==> config.mk <==
export PLATFORM = sky130hd
export DESIGN_NAME = return_rotate_sleep_exec
export DESIGN_NICKNAME = d
export VERILOG_FILES = /design/src/rrs_pkg.sv /design/src/return_stack.sv /design/src/return_rotate_sleep_exec.sv
export SDC_FILE = /design/constraint.sdc
export NUM_CORES = 2
export LEC_CHECK = 0
export ABC_AREA = 1
export BUFFER_PORTS_ARGS = -buffer_cell sky130_fd_sc_hd__buf_2
export CORE_ASPECT_RATIO = 1.1
export CORE_MARGIN = 2
export CORE_UTILIZATION = 45
export DETAILED_ROUTE_END_ITERATION = 6
export PLACE_DENSITY = 0.61
export SYNTH_ARGS = -nofsm -noshare
export SYNTH_HDL_FRONTEND = slang
export SYNTH_SLANG_ARGS = --single-unit
==> constraint.sdc <==
create_clock -name pclk -period 22.9 [get_ports pclk]
set_input_delay 5.725 -clock pclk [delete_from_list [all_inputs] [get_ports pclk]]
set_output_delay 5.725 -clock pclk [all_outputs]
set_load 0.02 [all_outputs]
==> src/rrs_pkg.sv <==
// Constants, types and register map for the return/rotate/sleep executor
// Summary of operation
// - Literal return loads W, pops PC, two cycles
// - Rotate right through carry; only carry changes
// - Destination bit 0 to W, 1 to file
// - Plain return pops stack into PC, two cycles
// - Sleep clears watchdog counter and prescaler
// - Sleep clears sleep flag, sets expired flag
// - Sleep halts oscillator and enters sleep state
// - Instruction cycle equals four oscillator periods
package rrs_pkg;

  // Register byte offsets
  localparam logic [7:0] OFF_CTRL   = 8'h00;
  localparam logic [7:0] OFF_INSTR  = 8'h04;
  localparam logic [7:0] OFF_ACC    = 8'h08;
  localparam logic [7:0] OFF_STATUS = 8'h0c;
  localparam logic [7:0] OFF_PC     = 8'h10;
  localparam logic [7:0] OFF_PUSH   = 8'h14;
  localparam logic [7:0] OFF_FADDR  = 8'h18;
  localparam logic [7:0] OFF_FDATA  = 8'h1c;
  localparam logic [7:0] OFF_WDOG   = 8'h20;

  // Control register bits
  localparam int CTRL_GO   = 0;
  localparam int CTRL_WAKE = 1;
  localparam int CTRL_BUSY = 0;
  localparam int CTRL_SLP  = 1;
  localparam int CTRL_OSC  = 2;

  // Status register bits
  localparam int ST_CARRY = 0;
  localparam int ST_SLEEP_ENTERED = 3;
  localparam int ST_TIME_EXPIRED  = 4;

  // Values after reset
  localparam logic [7:0]  ACC_RST   = 8'h00;
  localparam logic [12:0] PC_RST    = 13'h0000;
  localparam logic        CARRY_RST = 1'b0;
  localparam logic        SLEEP_ENTERED_RST = 1'b1;
  localparam logic        TIME_EXPIRED_RST  = 1'b1;

  // Oscillator periods in one instruction cycle
  localparam int          OSC_PER_TCY = 4;
  localparam logic [1:0]  Q_LAST      = 2'(OSC_PER_TCY - 1);

  localparam int PC_WIDTH = 13;

  typedef enum logic [2:0] {
    OP_NOP    = 3'h0,
    OP_RET_LITERAL  = 3'h1,
    OP_ROTATE_RIGHT = 3'h2,
    OP_RETURN = 3'h3,
    OP_SLEEP  = 3'h4
  } op_e;

  // Instruction word as written to the instruction register
  typedef struct packed {
    logic [7:0] lit;
    logic [6:0] faddr;
    logic       dest;
    op_e        op;
  } instr_s;

  localparam int INSTR_BITS = $bits(instr_s);

endpackage : rrs_pkg

==> src/return_stack.sv <==
// Circular hardware return stack
`timescale 1ns/1ps
module return_stack #(
  parameter int DEPTH = 8,
  parameter int WIDTH = 13
) (
  // Clock and reset
  input  wire logic             pclk,
  input  wire logic             presetn,
  // Stack operations
  input  wire logic             push,
  input  wire logic             pop,
  input  wire logic [WIDTH-1:0] push_data,
  // Stack view
  output logic      [WIDTH-1:0] head,
  output logic      [7:0]       depth
);

  localparam int PW = $clog2(DEPTH);

  logic [WIDTH-1:0] mem_q [DEPTH];
  logic [PW-1:0]    ptr_q;
  logic [7:0]       cnt_q;
  wire  [PW-1:0]    top_idx = ptr_q - PW'(1);

  // Overflow wraps and overwrites the oldest entry
  always_ff @(posedge pclk or negedge presetn) begin
    if (!presetn) begin
      ptr_q <= '0;
      cnt_q <= 8'h00;
    end else if (push) begin
      ptr_q <= ptr_q + PW'(1);
      if (cnt_q != 8'(DEPTH)) cnt_q <= cnt_q + 8'h01;
    end else if (pop) begin
      ptr_q <= top_idx;
      if (cnt_q != 8'h00) cnt_q <= cnt_q - 8'h01;
    end
  end

  always_ff @(posedge pclk) begin
    if (push) mem_q[ptr_q] <= push_data;
  end

  assign head  = mem_q[top_idx];
  assign depth = cnt_q;

endmodule : return_stack

==> src/return_rotate_sleep_exec.sv <==
// Executor for literal return, return, rotate right and sleep
//
// Implementation choices: the APB slave port and the placing of the registers.
`timescale 1ns/1ps
module return_rotate_sleep_exec #(
  parameter int FILE_DEPTH  = 128,
  parameter int STACK_DEPTH = 8,
  parameter int PRE_WIDTH   = 8,
  parameter int WDOG_WIDTH  = 8
) (
  // Clock and reset
  input  wire logic        pclk,
  input  wire logic        presetn,
  // APB slave
  input  wire logic [7:0]  paddr,
  input  wire logic        psel,
  input  wire logic        penable,
  input  wire logic        pwrite,
  input  wire logic [31:0] pwdata,
  output logic      [31:0] prdata,
  output logic             pready,
  output logic             pslverr,
  // Power state
  output logic             sleeping,
  output logic             osc_run
);

  typedef enum logic [1:0] {S_IDLE, S_EXEC, S_SLEEP} state_e;

  localparam int PCW = rrs_pkg::PC_WIDTH;

  state_e                 state_q, state_d;
  logic [1:0]             q_q;
  logic                   cyc_q;
  logic                   pend_q;
  rrs_pkg::instr_s        ir_q, cur_q;
  logic [7:0]             w_q;
  logic                   c_q, sleep_entered_q, time_expired_q;
  logic [PCW-1:0]         pc_q;
  logic [7:0]             file_q [FILE_DEPTH];
  logic [6:0]             faddr_q;
  logic [PRE_WIDTH-1:0]   pre_q;
  logic [WDOG_WIDTH-1:0]  wdog_q;
  logic [31:0]            prdata_q;
  logic                   osc_q;

  // Bus decode
  wire setup   = psel & ~penable;
  wire access  = psel & penable;
  wire wr      = access & pwrite;
  wire sel_ctl = paddr == rrs_pkg::OFF_CTRL;
  wire sel_ir  = paddr == rrs_pkg::OFF_INSTR;
  wire sel_acc = paddr == rrs_pkg::OFF_ACC;
  wire sel_st  = paddr == rrs_pkg::OFF_STATUS;
  wire sel_pc  = paddr == rrs_pkg::OFF_PC;
  wire sel_psh = paddr == rrs_pkg::OFF_PUSH;
  wire sel_fa  = paddr == rrs_pkg::OFF_FADDR;
  wire sel_fd  = paddr == rrs_pkg::OFF_FDATA;
  wire sel_wd  = paddr == rrs_pkg::OFF_WDOG;
  wire mapped  = sel_ctl | sel_ir | sel_acc | sel_st | sel_pc | sel_psh
               | sel_fa | sel_fd | sel_wd;

  // Core state; software writes to it are ignored while busy, except writes to the file address register and wake writes to control in sleep
  wire busy    = (state_q != S_IDLE) | pend_q;
  wire sw_ok   = wr & ~busy;
  wire go      = wr & sel_ctl & pwdata[rrs_pkg::CTRL_GO] & ~busy;
  wire wake    = wr & sel_ctl & pwdata[rrs_pkg::CTRL_WAKE]
               & (state_q == S_SLEEP);

  // Instruction cycle boundaries, four oscillator periods each
  wire q_end   = q_q == rrs_pkg::Q_LAST;
  wire start   = (state_q == S_IDLE) & pend_q & q_end;
  wire two_cyc = (cur_q.op == rrs_pkg::OP_RET_LITERAL)
               | (cur_q.op == rrs_pkg::OP_RETURN);
  wire retire  = (state_q == S_EXEC) & q_end & (cyc_q == two_cyc);

  wire do_ret_lit = retire & (cur_q.op == rrs_pkg::OP_RET_LITERAL);
  wire do_return  = retire & (cur_q.op == rrs_pkg::OP_RETURN);
  wire do_rotate  = retire & (cur_q.op == rrs_pkg::OP_ROTATE_RIGHT);
  wire do_sleep  = retire & (cur_q.op == rrs_pkg::OP_SLEEP);

  // Rotate datapath: old carry into bit 7, old bit 0 out to carry
  wire [7:0] fval   = file_q[cur_q.faddr];
  wire [7:0] rot    = {c_q, fval[7:1]};
  wire       rot_c  = fval[0];
  wire       to_acc = do_rotate & ~cur_q.dest;
  wire       to_f   = do_rotate & cur_q.dest;

  // Stack
  wire [PCW-1:0] stack_head;
  wire [7:0]     stack_depth;
  wire           pop  = do_ret_lit | do_return;
  wire           push = sw_ok & sel_psh;

  return_stack #(
    .DEPTH (STACK_DEPTH),
    .WIDTH (PCW)
  ) u_stack (
    .pclk      (pclk),
    .presetn   (presetn),
    .push      (push),
    .pop       (pop),
    .push_data (pwdata[PCW-1:0]),
    .head      (stack_head),
    .depth     (stack_depth)
  );

  // Prescaler advances once per instruction cycle while awake; watchdog advances on each prescaler wrap
  wire wd_tick = q_end & (state_q != S_SLEEP);
  wire pre_wrap = &pre_q;

  always_comb begin
    state_d = state_q;
    unique case (state_q)
      S_IDLE:  if (start) state_d = S_EXEC;
      S_EXEC:  if (do_sleep) state_d = S_SLEEP;
               else if (retire) state_d = S_IDLE;
      S_SLEEP: if (wake) state_d = S_IDLE;
      default: state_d = S_IDLE;
    endcase
  end

  always_ff @(posedge pclk or negedge presetn) begin
    if (!presetn) begin
      state_q <= S_IDLE;
      q_q     <= 2'h0;
      cyc_q   <= 1'b0;
      osc_q   <= 1'b1;
    end else begin
      state_q <= state_d;
      q_q     <= (state_d == S_SLEEP) ? 2'h0 : q_q + 2'h1;
      cyc_q   <= (state_q == S_EXEC) & q_end ? ~cyc_q : cyc_q & ~start;
      osc_q   <= state_d != S_SLEEP;
    end
  end

  always_ff @(posedge pclk or negedge presetn) begin
    if (!presetn) begin
      pend_q <= 1'b0;
      ir_q   <= '0;
      cur_q  <= '0;
    end else begin
      pend_q <= go | (pend_q & ~start);
      if (sw_ok & sel_ir) ir_q <= pwdata[rrs_pkg::INSTR_BITS-1:0];
      if (go) cur_q <= ir_q;
    end
  end

  always_ff @(posedge pclk or negedge presetn) begin
    if (!presetn) begin
      w_q <= rrs_pkg::ACC_RST;
      pc_q <= rrs_pkg::PC_RST;
    end else begin
      if (do_ret_lit) w_q <= cur_q.lit;
      else if (to_acc) w_q <= rot;
      else if (sw_ok & sel_acc) w_q <= pwdata[7:0];
      if (pop) pc_q <= stack_head;
      else if (sw_ok & sel_pc) pc_q <= pwdata[PCW-1:0];
    end
  end

  always_ff @(posedge pclk or negedge presetn) begin
    if (!presetn) begin
      c_q             <= rrs_pkg::CARRY_RST;
      sleep_entered_q <= rrs_pkg::SLEEP_ENTERED_RST;
      time_expired_q  <= rrs_pkg::TIME_EXPIRED_RST;
    end else if (do_rotate) begin
      c_q <= rot_c;
    end else if (do_sleep) begin
      sleep_entered_q <= 1'b0;
      time_expired_q  <= 1'b1;
    end else if (sw_ok & sel_st) begin
      c_q             <= pwdata[rrs_pkg::ST_CARRY];
      sleep_entered_q <= pwdata[rrs_pkg::ST_SLEEP_ENTERED];
      time_expired_q  <= pwdata[rrs_pkg::ST_TIME_EXPIRED];
    end
  end

  always_ff @(posedge pclk) begin
    if (to_f) file_q[cur_q.faddr] <= rot;
    else if (sw_ok & sel_fd) file_q[faddr_q] <= pwdata[7:0];
  end

  always_ff @(posedge pclk or negedge presetn) begin
    if (!presetn) begin
      faddr_q <= 7'h00;
      pre_q   <= '0;
      wdog_q  <= '0;
    end else begin
      if (wr & sel_fa) faddr_q <= pwdata[6:0];
      if (do_sleep) begin
        pre_q  <= '0;
        wdog_q <= '0;
      end else if (wd_tick) begin
        pre_q <= pre_q + PRE_WIDTH'(1);
        if (pre_wrap) wdog_q <= wdog_q + WDOG_WIDTH'(1);
      end
    end
  end

  // Read mux, sampled in the setup phase
  wire [31:0] rd_ctl = {29'h0, osc_q, state_q == S_SLEEP, busy};
  wire [31:0] rd_st  = {27'h0, time_expired_q, sleep_entered_q, 2'h0, c_q};
  wire [31:0] rdata  =
      sel_ctl ? rd_ctl :
      sel_ir  ? 32'(ir_q) :
      sel_acc ? {24'h0, w_q} :
      sel_st  ? rd_st :
      sel_pc  ? 32'(pc_q) :
      sel_psh ? {24'h0, stack_depth} :
      sel_fa  ? {25'h0, faddr_q} :
      sel_fd  ? {24'h0, file_q[faddr_q]} :
      sel_wd  ? {16'h0, 8'(pre_q), 8'(wdog_q)} : 32'h0;

  always_ff @(posedge pclk or negedge presetn) begin
    if (!presetn) prdata_q <= 32'h0;
    else if (setup) prdata_q <= rdata;
  end

  assign prdata   = prdata_q;
  assign pready   = 1'b1;
  assign pslverr  = access & ~mapped;
  assign sleeping = state_q == S_SLEEP;
  assign osc_run  = osc_q;
endmodule : return_rotate_sleep_exec

==> results.md <==
* Outcome: finished, violations left
* Initial Utilization at 45.3%
* Crit path max-delay family: simple AND/OR/NAND/NOR gates
* Layout area overhead at 9.03%
* Routability congestion estimate at 0.901
* Worst EP arrival at 7.34 ns
* Failing checks: design-rule violations
* CP Buf/Inv Count at 6
* I/O pins at 81
* Post-route clock skew at 0.0317 ns
* Mapped cell area at 0.0609 mm^2
* First-pass GRT wire length at 303 mm
* Cell leakage power at 22.3 nW
* Number of global-route vias before repair at 47900
* Int Pwr at 0.00368 W
* Average size of a mapped cell at 9.37 um^2
* Clock power frac at 45.5%
* Synth Flop Type: edfxtp_1
* Worst hold-check path type: flop to flop
* Max cap viols at 0
* Post-synthesis sequential area ratio at 60.6%
* Nets at 6351
* Worst-path cell chain: buf_2 > nor2_1 > inv_2 > nor2_1 > inv_1 > nor2_1 > inv_1 > nor2_1 > inv_1 > nand3_1 > nor4_1 > buf_2
* CTS tree: built
* Logic pwr share at 1.6%
* Peak fanout along the critical path at 7
* Inserted Clock Buffers at 135
* Final hold violations at 0
* Cell taking the most area after synthesis: edfxtp_1
* Sum of negative setup slack at 0 ns
* Routed wire length at 206 mm
* Clk_lat worst skew at 0.79 ns
* Fin crit period at 13.06 ns
* Relative slew slack at 19.8%
* Distinct cells, synth at 53
* Cell area after layout at 0.0664 mm^2
* # fillers at 12200
* Die Span X at 355 um
* DR pass1 iterations at 7
* Sw Ratio at 20.7%
* DR iter-0 viols at 6874
* Vias per std cell at 6.19
* Sequential share of power at 52.9%
* Cell Pwr Density at 69.9 mW/mm^2
* Vias at 50700
* RSZ-0062 raised after global routing: false
* Antenna diodes at 0
* Max Buffers Root-to-Sink at 3
* Share of the synthesized area in the top cell type at 55.6%
* Die height at 390 um
* Clock Tree Root: clkbuf_16
* Worst Path Required at 17.18 ns
* Post-synth EDFFs at 1128
* Worst vdd ir at 57.3 uV
* Core area at 0.134 mm^2
* Gr usage total at 29.1%
* Total global routing overflow at 0
* Yosys warnings at 0
* Crit end category: output pin
* Slowest Stage Delay on Critical Path at 0.42 ns
* DR WL/cell at 25.1 um
* Largest net degree at the start of global routing at 188
* Crit-path slowest cell: nor2_1
* Register area at 0.0370 mm^2
* Placed cell areas at 0.0622 mm^2
* DRC Markers at 3
* Clock transition at path regs at 0.06 ns
* Row Count at 141
* Yosys reg bits at 1250
* Syn Inst Count at 6506
* Top post-synthesis cells by area: edfxtp_1 (56%), nand2_1 (7.6%), o21ai_0 (7.4%)
* ANT nets after route at 0
* Final setup violation count at 0
* Post-cts sizing count at 0
* Slew Viols, Final at 0
* CP startpoint kind: input port
* Period Utilization, post-route at 57.0%
* Hold-fix buffers at CTS at 0
* Initial antenna violation count at 0
* Fmax at 76.5 MHz
* Kind of critical path: input port to output pin
* Final HPWL DP at 118 mm
* CP most frequent cell: nor2_1
* Clk sinks at 1250
* Area of the multi-input gates at 0.0214 mm^2
* Asr flop ratio synth at 9.76%
* Layout cells sized above 1 at 6.39%
* Post CTS Setup Buffer Count at 0
* Switching Power at 0.000962 W
* Worst Max-Slew Pin Slew at 1.20 ns
* Count of port buffers added during placement at 53
* DIE AREA at 0.138 mm^2
* H-tree Lvls at 4
==> placed cells by master (no fill, tap or decap), types with 5 or more instances in the layout <==
master     count
a21oi_1      152
a221oi_1       5
a31oi_1       10
buf_12         6
buf_2         52
buf_4         91
bufinv_16      7
clkbuf_1      36
clkbuf_16    142
clkinv_1      37
clkinv_2      11
conb_1        14
dfrtp_1      110
dfrtp_4        6
edfxtp_1    1128
ha_1          11
inv_1        130
inv_2         17
inv_6          5
nand2_1     1236
nand3_1      786
nand4_1        9
nor2_1       975
nor2_2        11
nor3_1        16
nor3_2        12
o211ai_1      18
o21ai_0      889
o21ai_1        7
o21ai_2        7
o21ai_4        8
o221ai_1      33
o22ai_1      344
o31ai_1       16
==> sequential cells by signal (all words and copies together) (netlist names), 2 cells and up <==
name,count
cur_q,19
w_q,8
faddr_q,7
q_q,2
state_q,2
wdog_q,8
u_stack.ptr_q,3
pc_q,13
pre_q,8
u_stack.mem_q,104
file_q,1024
prdata,19
ir_q,19
u_stack.depth,8
==> metrics by stage <==
step / power (W) / instances / worst slack [ns] / utilization, % / hold WS, ns
2_1_floorplan: 0.00255 / 6518 / 10.14 / - / 0.410
3_3_place_gp: 0.00258 / 7944 / 9.78 / 46.3 / 0.421
3_5_place_dp: 0.00258 / 7944 / 9.84 / 46.3 / 0.443
4_1_cts: 0.00466 / 8184 / 9.83 / 49.4 / 0.450
5_1_grt: 0.00475 / 8184 / 9.63 / 49.4 / 0.462
6_report: 0.00464 / 8184 / 9.84 / 49.4 / 0.442
==> final timing paths <==
path	from	endpoint	slack, ns	cells after the start
hold / removal	q_q[0]$_DFF_PN0_	q_q[0]$_DFF_PN0_	0.44	1
setup / recovery	paddr[1]	pslverr	9.84	12
hold reg to reg	q_q[0]$_DFF_PN0_	q_q[0]$_DFF_PN0_	0.44	1
min in group asynchronous	presetn	pre_q[7]$_DFFE_PN0P_	5.03	1
setup reg to reg	cur_q[4]$_DFFE_PN0P_	file_q[80][5]$_DFFE_PP_	15.28	13
max in group asynchronous	presetn	faddr_q[1]$_DFFE_PN0P_	16.47	2
==> area by class of cell <==
| class | count | area share (%) |
|---|---|---|
| timing repair buffer | 149 | 1.60 |
| sequential | 1250 | 55.6 |
| inverter | 156 | 0.947 |
| clock inverter | 62 | 0.755 |
| multi-input combinational | 4602 | 32.2 |
| clock buffer | 178 | 5.55 |
| tap | 1787 | 3.37 |
==> power groups by stage <==
stage / Clock (W) / Combinational (W) / Sequential (W)
2_1_floorplan: 0 / 0.0000431 / 0.00250
5_1_grt: 0.00222 / 0.0000810 / 0.00246
3_3_place_gp: 0 / 0.0000724 / 0.00251
6_report: 0.00211 / 0.0000754 / 0.00246
4_1_cts: 0.00213 / 0.0000734 / 0.00246
3_5_place_dp: 0 / 0.0000731 / 0.00251
==> worst register-to-register path: cells and delay by family, from the launching register on <==
| family | cells | cell delay [ns] |
|---|---|---|
| compound gates | 5 | 1.85 |
| buf+inv | 5 | 3.94 |
| flops | 1 | 0.72 |
| simple gates | 3 | 0.64 |
==> synthesized netlist by cell type, drive strengths merged (33+ instances only) <==
| cell | count |
|---|---|
| nand2 | 1239 |
| a21oi | 152 |
| edfxtp | 1128 |
| nand3 | 789 |
| o221ai | 33 |
| dfrtp | 119 |
| clkbuf | 272 |
| inv | 153 |
| o21ai | 911 |
| o22ai | 344 |
| nor2 | 990 |
| buf | 238 |
==> layer usage <==
| layer | track usage (%) | part of all wire, % |
|---|---|---|
| met3 | 5.27 | 11 |
| met2 | 45.8 | 46 |
| met4 | 15.3 | 5.2 |
| met1 | 38.6 | 38 |
| met5 | 0 | 0 |
==> kinds of logic (layout without fill, tap and decap cells) <==
logic type / after synthesis / in the layout / synth area share, %
buffers and inverters: 666 / 545 / 4.63
AO/OA/AOI/OAI: 1501 / 1501 / 13.5
other: 2 / 14 / 0.0123
multiplexers: 3 / 3 / 0.0554
AND/OR/NAND/NOR: 3066 / 3066 / 20.8
XOR/XNOR: 6 / 6 / 0.0862
flip-flops: 1250 / 1250 / 60.6
adder cells (fa/ha/maj): 12 / 12 / 0.259
Note: power is estimated with default switching activity, not from simulation.
